--- src/common/sfm_cfg.svh ---
`ifndef SFM_CFG_SVH
`define SFM_CFG_SVH
// register byte offsets
`define SFM_A_FEAT 8'h00
`define SFM_A_SCNT 8'h04
`define SFM_A_SNUM 8'h08
`define SFM_A_CLO 8'h0C
`define SFM_A_CHI 8'h10
`define SFM_A_DH 8'h14
`define SFM_A_CMD 8'h18
`define SFM_A_STAT 8'h1C
`define SFM_A_CTRL 8'h20
`define SFM_A_XFER 8'h24
`define SFM_A_PWR 8'h28
`define SFM_A_MAX 8'h2C
// command and subcommand codes
`define SFM_C_SETF 8'hEF
`define SFM_C_NMAX 8'hF8
`define SFM_C_SMAX 8'hF9
`define SFM_F_XFER 8'h03
`define SFM_F_APM 8'h05
`define SFM_F_APMX 8'h85
`define SFM_F_PL1 8'h0A
`define SFM_F_PL1X 8'h8A
`define SFM_F_RLA 8'h55
`define SFM_F_LONG 8'hBB
`define SFM_F_ILIM 8'h9A
`define SFM_F_PORX 8'h66
`define SFM_F_POR 8'hCC
// transfer type field
`define SFM_T_DEF 5'h00
`define SFM_T_PIO 5'h01
`define SFM_T_MDMA 5'h04
`define SFM_T_UDMA 5'h08
`define SFM_M_NOIORDY 3'h1
`define SFM_PIO_IORDY 3'h3
// set max feature codes
`define SFM_X_ADDR 8'h00
`define SFM_X_PASS 8'h01
`define SFM_X_LOCK 8'h02
`define SFM_X_UNLK 8'h03
`define SFM_X_FRZ 8'h04
// apm levels
`define SFM_APM_RSV 8'hFF
`define SFM_APM_NOSTBY 8'h80
// device capabilities and reset values
`define SFM_PIO_MAX 3'h4
`define SFM_MDMA_MAX 3'h2
`define SFM_UDMA_MAX 3'h2
`define SFM_IORDY_OFF_OK 1'b1
`define SFM_ILIM_MIN 8'h10
`define SFM_ILIM_MAX 8'h40
`define SFM_NATIVE_MAX 28'h00FFFFF
`define SFM_EXEC_CYC 4'h3
`endif

--- src/common/sfm_pkg.sv ---
package sfm_pkg;
    typedef enum logic [2:0] {
        SFM_IDLE = 3'b001,
        SFM_EXEC = 3'b010,
        SFM_DONE = 3'b100
    } sfm_state_t;
endpackage

--- src/hdl/sfm_cmd.sv ---
// Our own choices: the AXI4-Lite register port and the register offsets.
`timescale 1ns/1ps
`include "sfm_cfg.svh"
module sfm_cmd (
    input wire logic aclk,
    input wire logic aresetn,
    input wire logic [7:0] s_axi_awaddr,
    input wire logic s_axi_awvalid,
    output logic s_axi_awready,
    input wire logic [31:0] s_axi_wdata,
    input wire logic [3:0] s_axi_wstrb,
    input wire logic s_axi_wvalid,
    output logic s_axi_wready,
    output logic [1:0] s_axi_bresp,
    output logic s_axi_bvalid,
    input wire logic s_axi_bready,
    input wire logic [7:0] s_axi_araddr,
    input wire logic s_axi_arvalid,
    output logic s_axi_arready,
    output logic [31:0] s_axi_rdata,
    output logic [1:0] s_axi_rresp,
    output logic s_axi_rvalid,
    input wire logic s_axi_rready,
    output logic busy,
    output logic [2:0] pio_mode,
    output logic iordy_en,
    output logic mdma_en,
    output logic udma_en,
    output logic [2:0] dma_mode,
    output logic standby_ok,
    output logic pl1_en,
    output logic [7:0] ilim_eff,
    output logic [27:0] max_addr
);
    sfm_pkg::sfm_state_t state;
    logic [7:0] feat, scnt, snum, clo, chi, dh, cmd;
    logic [3:0] cnt;
    logic aw_held, w_held, wr_ok;
    logic [7:0] aw_a;
    logic [31:0] w_d;
    logic [3:0] w_s;
    logic err, done, pc_card_mode, soft_rst, hw_rst;
    logic iordy_off, apm_en, por_on_soft;
    logic [7:0] apm_level, ilim;
    logic [27:0] nv_max;
    logic native_ok, nv_set, pass_set, locked, frozen;
    logic go, wr_fire, cmd_wr, ok;
    logic [4:0] xtype;
    logic [2:0] xmode;
    logic [27:0] new_max, native_max;

    assign xtype = scnt[7:3];
    assign xmode = scnt[2:0];
    assign new_max = {dh[3:0], chi, clo, snum};
    assign native_max = `SFM_NATIVE_MAX;
    assign wr_fire = aw_held && w_held && !s_axi_bvalid;
    assign cmd_wr = wr_fire && aw_a == `SFM_A_CMD && w_s[0];
    assign go = cmd_wr && state == sfm_pkg::SFM_IDLE;
    assign busy = state != sfm_pkg::SFM_IDLE;

    // write channel: address and data taken in any order
    assign s_axi_awready = !aw_held;
    assign s_axi_wready = !w_held;
    always_ff @(posedge aclk) begin
        if (!aresetn) begin
            aw_held <= 1'b0;
            w_held <= 1'b0;
            aw_a <= 8'h00;
            w_d <= 32'h0000_0000;
            w_s <= 4'h0;
            s_axi_bvalid <= 1'b0;
            s_axi_bresp <= 2'h0;
        end else begin
            if (s_axi_awvalid && !aw_held) begin
                aw_held <= 1'b1;
                aw_a <= s_axi_awaddr;
            end
            if (s_axi_wvalid && !w_held) begin
                w_held <= 1'b1;
                w_d <= s_axi_wdata;
                w_s <= s_axi_wstrb;
            end
            if (wr_fire) begin
                aw_held <= 1'b0;
                w_held <= 1'b0;
                s_axi_bvalid <= 1'b1;
                s_axi_bresp <= wr_ok ? 2'h0 : 2'h2;
            end else if (s_axi_bready) begin
                s_axi_bvalid <= 1'b0;
            end
        end
    end

    always_comb begin
        case (aw_a)
            `SFM_A_FEAT, `SFM_A_SCNT, `SFM_A_SNUM, `SFM_A_CLO, `SFM_A_CHI,
            `SFM_A_DH, `SFM_A_CMD, `SFM_A_STAT, `SFM_A_CTRL: wr_ok = 1'b1;
            default: wr_ok = 1'b0;
        endcase
    end

    // read channel
    assign s_axi_arready = !s_axi_rvalid;
    always_ff @(posedge aclk) begin
        if (!aresetn) begin
            s_axi_rvalid <= 1'b0;
            s_axi_rdata <= 32'h0000_0000;
            s_axi_rresp <= 2'h0;
        end else if (s_axi_arvalid && !s_axi_rvalid) begin
            s_axi_rvalid <= 1'b1;
            s_axi_rresp <= 2'h0;
            case (s_axi_araddr)
                `SFM_A_FEAT: s_axi_rdata <= {24'h0, feat};
                `SFM_A_SCNT: s_axi_rdata <= {24'h0, scnt};
                `SFM_A_SNUM: s_axi_rdata <= {24'h0, snum};
                `SFM_A_CLO: s_axi_rdata <= {24'h0, clo};
                `SFM_A_CHI: s_axi_rdata <= {24'h0, chi};
                `SFM_A_DH: s_axi_rdata <= {24'h0, dh};
                `SFM_A_CMD: s_axi_rdata <= {24'h0, cmd};
                `SFM_A_STAT: s_axi_rdata <= {25'h0, frozen, locked, pass_set,
                    done, err, !busy, busy};
                `SFM_A_CTRL: s_axi_rdata <= {28'h0, por_on_soft, 2'h0, pc_card_mode};
                `SFM_A_XFER: s_axi_rdata <= {20'h0, iordy_en, dma_mode, udma_en,
                    mdma_en, 3'h0, pio_mode};
                `SFM_A_PWR: s_axi_rdata <= {ilim, 12'h000, pl1_en, standby_ok,
                    apm_en, 1'b0, apm_level};
                `SFM_A_MAX: s_axi_rdata <= {4'h0, max_addr};
                default: begin
                    s_axi_rdata <= 32'h0000_0000;
                    s_axi_rresp <= 2'h2;
                end
            endcase
        end else if (s_axi_rready) begin
            s_axi_rvalid <= 1'b0;
        end
    end

    // control register: mode strap level, reset pulses
    always_ff @(posedge aclk) begin
        if (!aresetn) begin
            pc_card_mode <= 1'b0;
            soft_rst <= 1'b0;
            hw_rst <= 1'b0;
        end else begin
            soft_rst <= 1'b0;
            hw_rst <= 1'b0;
            if (wr_fire && aw_a == `SFM_A_CTRL && w_s[0]) begin
                pc_card_mode <= w_d[0];
                soft_rst <= w_d[1];
                hw_rst <= w_d[2];
            end
        end
    end

    // command sequencer
    always_ff @(posedge aclk) begin
        if (!aresetn) begin
            state <= sfm_pkg::SFM_IDLE;
            cnt <= 4'h0;
        end else begin
            case (state)
                sfm_pkg::SFM_IDLE: begin
                    if (go) begin
                        state <= sfm_pkg::SFM_EXEC;
                        cnt <= `SFM_EXEC_CYC;
                    end
                end
                sfm_pkg::SFM_EXEC: begin
                    cnt <= cnt - 4'h1;
                    if (cnt == 4'h1) begin
                        state <= sfm_pkg::SFM_DONE;
                    end
                end
                sfm_pkg::SFM_DONE: state <= sfm_pkg::SFM_IDLE;
                default: state <= sfm_pkg::SFM_IDLE;
            endcase
        end
    end

    // decision on the latched task file
    always_comb begin
        ok = 1'b1;
        case (cmd)
            `SFM_C_SETF: begin
                case (feat)
                    `SFM_F_XFER: begin
                        case (xtype)
                            `SFM_T_DEF: ok = xmode == 3'h0 ||
                                (xmode == `SFM_M_NOIORDY && `SFM_IORDY_OFF_OK);
                            `SFM_T_PIO: ok = xmode <= `SFM_PIO_MAX;
                            `SFM_T_MDMA: ok = !pc_card_mode &&
                                xmode <= `SFM_MDMA_MAX;
                            `SFM_T_UDMA: ok = xmode <= `SFM_UDMA_MAX;
                            default: ok = 1'b0;
                        endcase
                    end
                    `SFM_F_APM: ok = scnt != 8'h00 && scnt != `SFM_APM_RSV;
                    `SFM_F_APMX, `SFM_F_PL1, `SFM_F_PL1X, `SFM_F_RLA, `SFM_F_LONG,
                    `SFM_F_ILIM, `SFM_F_PORX, `SFM_F_POR: ok = 1'b1;
                    default: ok = 1'b0;
                endcase
            end
            `SFM_C_NMAX: ok = 1'b1;
            `SFM_C_SMAX: begin
                case (feat)
                    `SFM_X_ADDR: ok = native_ok && dh[6] && !locked && !frozen &&
                        !(scnt[0] && nv_set);
                    `SFM_X_PASS, `SFM_X_LOCK: ok = !frozen;
                    `SFM_X_UNLK: ok = !frozen;
                    `SFM_X_FRZ: ok = 1'b1;
                    default: ok = 1'b0;
                endcase
            end
            default: ok = 1'b0;
        endcase
    end

    // task file and completion status
    always_ff @(posedge aclk) begin
        if (!aresetn) begin
            {feat, scnt, snum, clo, chi, dh, cmd} <= 56'h0;
            err <= 1'b0;
            done <= 1'b0;
        end else begin
            if (wr_fire && w_s[0] && !busy) begin
                case (aw_a)
                    `SFM_A_FEAT: feat <= w_d[7:0];
                    `SFM_A_SCNT: scnt <= w_d[7:0];
                    `SFM_A_SNUM: snum <= w_d[7:0];
                    `SFM_A_CLO: clo <= w_d[7:0];
                    `SFM_A_CHI: chi <= w_d[7:0];
                    `SFM_A_DH: dh <= w_d[7:0];
                    `SFM_A_CMD: cmd <= w_d[7:0];
                    default: ;
                endcase
            end
            if (wr_fire && aw_a == `SFM_A_STAT && w_s[0] && w_d[3]) begin
                done <= 1'b0;
            end
            if (go) begin
                err <= 1'b0;
            end
            if (state == sfm_pkg::SFM_DONE) begin
                done <= 1'b1;
                err <= !ok;
                if (ok && cmd == `SFM_C_SETF && feat == `SFM_F_ILIM) begin
                    clo <= `SFM_ILIM_MIN;
                    chi <= `SFM_ILIM_MAX;
                end
                if (ok && cmd == `SFM_C_NMAX) begin
                    snum <= native_max[7:0];
                    clo <= native_max[15:8];
                    chi <= native_max[23:16];
                    dh <= {dh[7:4], native_max[27:24]};
                end
            end
        end
    end

    // transfer mode settings
    always_ff @(posedge aclk) begin
        if (!aresetn || (soft_rst && por_on_soft)) begin
            pio_mode <= 3'h0;
            iordy_off <= 1'b0;
            mdma_en <= 1'b0;
            udma_en <= 1'b0;
            dma_mode <= 3'h0;
        end else if (state == sfm_pkg::SFM_DONE && ok && cmd == `SFM_C_SETF &&
                     feat == `SFM_F_XFER) begin
            case (xtype)
                `SFM_T_DEF: begin
                    pio_mode <= 3'h0;
                    iordy_off <= xmode == `SFM_M_NOIORDY;
                end
                `SFM_T_PIO: begin
                    pio_mode <= xmode;
                    iordy_off <= 1'b0;
                end
                `SFM_T_MDMA: begin
                    mdma_en <= 1'b1;
                    udma_en <= 1'b0;
                    dma_mode <= xmode;
                end
                `SFM_T_UDMA: begin
                    udma_en <= 1'b1;
                    mdma_en <= 1'b0;
                    dma_mode <= xmode;
                end
                default: ;
            endcase
        end else if (pc_card_mode) begin
            mdma_en <= 1'b0;
        end
    end
    assign iordy_en = !iordy_off || pio_mode >= `SFM_PIO_IORDY;

    // power settings; apm level only sets standby_ok, no effect on speed
    always_ff @(posedge aclk) begin
        if (!aresetn || (soft_rst && por_on_soft)) begin
            apm_en <= 1'b0;
            apm_level <= 8'h00;
            pl1_en <= 1'b0;
            ilim <= `SFM_ILIM_MAX;
        end else if (state == sfm_pkg::SFM_DONE && ok && cmd == `SFM_C_SETF) begin
            case (feat)
                `SFM_F_APM: begin
                    apm_en <= 1'b1;
                    apm_level <= scnt;
                end
                `SFM_F_APMX: apm_en <= 1'b0;
                `SFM_F_PL1: pl1_en <= 1'b1;
                `SFM_F_PL1X: pl1_en <= 1'b0;
                `SFM_F_ILIM: ilim <= scnt;
                default: ;
            endcase
        end
    end
    assign standby_ok = !apm_en || apm_level < `SFM_APM_NOSTBY;
    assign ilim_eff = ilim < `SFM_ILIM_MIN ? `SFM_ILIM_MIN :
        ilim > `SFM_ILIM_MAX ? `SFM_ILIM_MAX : ilim;

    // soft reset restore choice survives soft reset itself
    always_ff @(posedge aclk) begin
        if (!aresetn) begin
            por_on_soft <= 1'b1;
        end else if (state == sfm_pkg::SFM_DONE && ok && cmd == `SFM_C_SETF) begin
            if (feat == `SFM_F_PORX) begin
                por_on_soft <= 1'b0;
            end else if (feat == `SFM_F_POR) begin
                por_on_soft <= 1'b1;
            end
        end
    end

    // max address, lock state and prerequisite tracking
    always_ff @(posedge aclk) begin
        if (!aresetn) begin
            max_addr <= `SFM_NATIVE_MAX;
            nv_max <= `SFM_NATIVE_MAX;
            native_ok <= 1'b0;
            nv_set <= 1'b0;
            pass_set <= 1'b0;
            locked <= 1'b0;
            frozen <= 1'b0;
        end else if (hw_rst) begin
            max_addr <= nv_max;
            native_ok <= 1'b0;
            nv_set <= 1'b0;
            locked <= 1'b0;
            frozen <= 1'b0;
        end else if (state == sfm_pkg::SFM_DONE) begin
            native_ok <= ok && cmd == `SFM_C_NMAX;
            if (ok && cmd == `SFM_C_SMAX) begin
                case (feat)
                    `SFM_X_ADDR: begin
                        max_addr <= new_max;
                        if (scnt[0]) begin
                            nv_max <= new_max;
                            nv_set <= 1'b1;
                        end
                    end
                    `SFM_X_PASS: pass_set <= 1'b1;
                    `SFM_X_LOCK: locked <= 1'b1;
                    `SFM_X_UNLK: locked <= 1'b0;
                    `SFM_X_FRZ: frozen <= 1'b1;
                    default: ;
                endcase
            end
        end
    end
endmodule

--- config.mk ---
export PLATFORM = sky130hd
export DESIGN_NAME = sfm_cmd
export DESIGN_NICKNAME = d
export VERILOG_FILES = /design/src/common/sfm_pkg.sv /design/src/hdl/sfm_cmd.sv
export VERILOG_INCLUDE_DIRS = /design/src /design/src/common
export SDC_FILE = /design/constraint.sdc
export NUM_CORES = 1
export LEC_CHECK = 0
export ABC_AREA = 1
export BUFFER_PORTS_ARGS = -buffer_cell sky130_fd_sc_hd__buf_4
export CAP_MARGIN = 10
export CORE_UTILIZATION = 34
export CTS_BUF_LIST = sky130_fd_sc_hd__clkbuf_8
export CTS_CLUSTER_SIZE = 28
export DETAILED_ROUTE_END_ITERATION = 8
export HOLD_SLACK_MARGIN = 0.05
export PLACE_DENSITY_LB_ADDON = 0.1
export SYNTH_ARGS = -nofsm -noshare
export SYNTH_HDL_FRONTEND = slang
export SYNTH_SLANG_ARGS = --single-unit
--- constraint.sdc ---
create_clock -name aclk -period 2.76 [get_ports aclk]
set_input_delay 0.552 -clock aclk [delete_from_list [all_inputs] [get_ports aclk]]
set_output_delay 0.552 -clock aclk [all_outputs]
set_load 0.01 [all_outputs]
==> flow_summary.json <==
{
  "cts_sinks": 212,
  "layout-drive-gt1-share_pct": 16.56,
  "min_period_ns": 2.373,
  "die_w_um": 169.9,
  "synth_top_cell_by_area": "dfxtp_1",
  "wl_um": 31730,
  "place.gp.congestion": 0.9050,
  "multiInputGateArea_sq_um": 4384,
  "ys_seq_area_share_pct": 44.30,
  "ios": 148,
  "slowest_delay_ns": 0.41,
  "grt_antenna_before_repair": 0,
  "area_growth_pct": 20.67,
  "max_freq_ghz": 0.4214,
  "power_density_nw_per_um2": 537.1,
  "hpwl_um": 23120,
  "io_buffer_count": 117,
  "clk_pin_slew_ns": 0.06,
  "cts_made_buffers": 40,
  "status": "finished, final reports clean",
  "grt_pass1_wl_um": 48900,
  "syn_area_per_cell_sq_um": 7.187,
  "rsz0062_at_grt": "false",
  "p_total_w": 0.006210,
  "p_int_w": 0.004678,
  "async_flop_share_pct": 0,
  "clkPwrFrac_pct": 45.3,
  "fp-row-count": 61,
  "maxCapViolations": 0,
  "core_sq_um": 27780,
  "finClkSkew_ns": 0.01814,
  "post-cts-setup-buffers": 0,
  "vias": 9165,
  "fill_cells": 3024,
  "nets": 1509,
  "drtPass1Iterations": 8,
  "yosys-top-cells-area": "dfxtp_1 (44%), nand2_1 (10%), a21oi_1 (8.3%)",
  "ys.flop_type": "dfxtp_1",
  "grt_pass1_vias": 8435,
  "whs_ns": 0.2461,
  "grt_max_degree": 104,
  "crit_fanout": 14,
  "cts_hold_buf": 0,
  "synth_top_area_share_pct": 44.30,
  "drtIter0Drc": 720,
  "cp-start-kind": "flip-flop",
  "setup_tns_ns": 0,
  "crit_arrival_ns": 2.77,
  "h-tree-depth": 2,
  "initial_core_util_pct": 34.48,
  "via_per_inst": 4.951,
  "synth-edff-count": 0,
  "seq_area_sq_um": 4245,
  "final_cell_mix": "nand2_1 (258), dfxtp_1 (211), inv_1 (174), a21oi_1 (159), buf_4 (137)",
  "root_buffer": "clkbuf_8",
  "leakagePower_nw": 4.980,
  "ys_types": 42,
  "path_cells": "nor2_4 -> nand2_2 -> inv_1 -> nand3_1 -> nand2_1 -> a21oi_1 -> nand2_1 -> nand2_2 -> inv_2 -> nand4_2 -> buf_4 -> nand2_1 -> o211ai_2",
  "ant_nets": 0,
  "placed_cell_area_sq_um": 10840,
  "drc": 0,
  "critPathCaptureType": "flip-flop",
  "final_common_cell": "nand2_1",
  "final-hold-violation-count": 0,
  "clk_latency_ns": 0.54,
  "min_path_type": "in2reg",
  "dieArea_sq_um": 28850,
  "power.share.switching_pct": 24.66,
  "wire_per_inst_um": 17.14,
  "slowest_stage": "nand4_2",
  "cp_common_cell": "nand2_1",
  "worst_pin_slew_ns": 1.122,
  "netlist_area_sq_um": 9580,
  "diodes": 0,
  "globalRoute.totalOverflow": 0,
  "yosys_warnings": 0,
  "period_share_pct": 85.98,
  "cts_tree": "yes",
  "power.switching_w": 0.001532,
  "clock_path_buffers": 3,
  "track_usage_pct": 22.06,
  "pwr-share-seq_pct": 50.0,
  "die_h_um": 169.9,
  "power_frac_comb_pct": 4.6,
  "final_max_slew_viol_count": 0,
  "slew_headroom_pct": 25.09,
  "cp.required_ns": 3.16,
  "crit_type": "reg2reg",
  "ir_worst_vdd_uv": 366.2,
  "synth_seq_cells": 212,
  "finalSetupViolCount": 0,
  "fin_area_sq_um": 11560,
  "cts_resized": 0,
  "synthesis.instances": 1333
}
==> cell usage after synthesis (all sizes together), types with 4 or more instances <==
library cell  number
a21oi            159
o21ai            102
clkbuf            39
dfxtp            212
a31oi              5
nand4             14
a221oi             4
o22ai             31
nand3             65
nor2             140
nor3              34
o211ai            53
inv              167
nand2            261
buf               31
==> critical path, delay by kind of cell, from the launching register on <==
| kind | cells | cell delay (ns) |
|---|---|---|
| AO/OA/AOI/OAI | 2 | 0.13 |
| AND/OR/NAND/NOR | 8 | 1.15 |
| flip-flops | 1 | 0.39 |
| buffers and inverters | 3 | 0.57 |
==> stage by stage <==
step	setup WS (ns)	util, %	std cells
2_1_floorplan	0.8663	-	1335
3_3_place_gp	0.2501	39.01	1784
3_5_place_dp	0.2188	39.01	1784
4_1_cts	0.3464	41.61	1851
5_1_grt	0.1101	41.61	1851
6_report	0.3870	41.61	1851
==> worst paths after layout <==
kind | to | slack (ns) | cells past startpoint | startpoint
min | aw_a[7] | 0.25 | 3 | s_axi_awaddr[7]
max | nv_max[12] | 0.39 | 13 | feat[4]
min reg2reg | pass_set | 0.46 | 2 | pass_set
max reg2reg | nv_max[12] | 0.39 | 13 | feat[4]
==> power groups by stage <==
stage	clock network (W)	logic, W	registers (W)
6_report	0.00282	0.000287	0.00311
5_1_grt	0.00304	0.000317	0.00311
4_1_cts	0.00290	0.000291	0.00311
3_5_place_dp	0	0.000290	0.00317
3_3_place_gp	0	0.000289	0.00317
2_1_floorplan	0	0.000165	0.00317
==> layout make-up <==
class	count	area share (%)
clock buffer	46	5.476
clock inverter	21	0.7792
inverter	167	5.422
multi-input combinational	886	37.92
sequential	212	36.72
tap	378	4.091
timing repair buffer	141	9.589
==> sequential cells by signal, indices dropped and copies added (netlist names), 4 cells and up <==
signal	cells
cnt	4
aw_a	8
max_addr	28
snum	8
chi	8
feat	8
apm_level	8
scnt	8
clo	8
cmd	8
w_d	8
ilim	8
s_axi_rdata	32
dh	8
nv_max	28
==> layer usage <==
| metal | share of wire (%) | vias to the layer above | track usage [%] |
|---|---|---|---|
| li1 | - | 4659 | - |
| met1 | 48 | 4150 | 30.92 |
| met2 | 43 | 295 | 33.84 |
| met3 | 6.2 | 61 | 3.698 |
| met4 | 2.8 | 0 | 8.069 |
| met5 | 0 | - | 0 |
==> kinds of logic after synthesis <==
logic type	after synthesis	share of synthesized area, %
and+or+nand+nor	519	23.00
adders and majority gates	2	0.2612
buffers and inverters	237	10.07
AOI/OAI and AO/OA	362	22.33
other	1	0.03914
DFF	212	44.30
No activity file was read; power rests on OpenSTA's default activity.
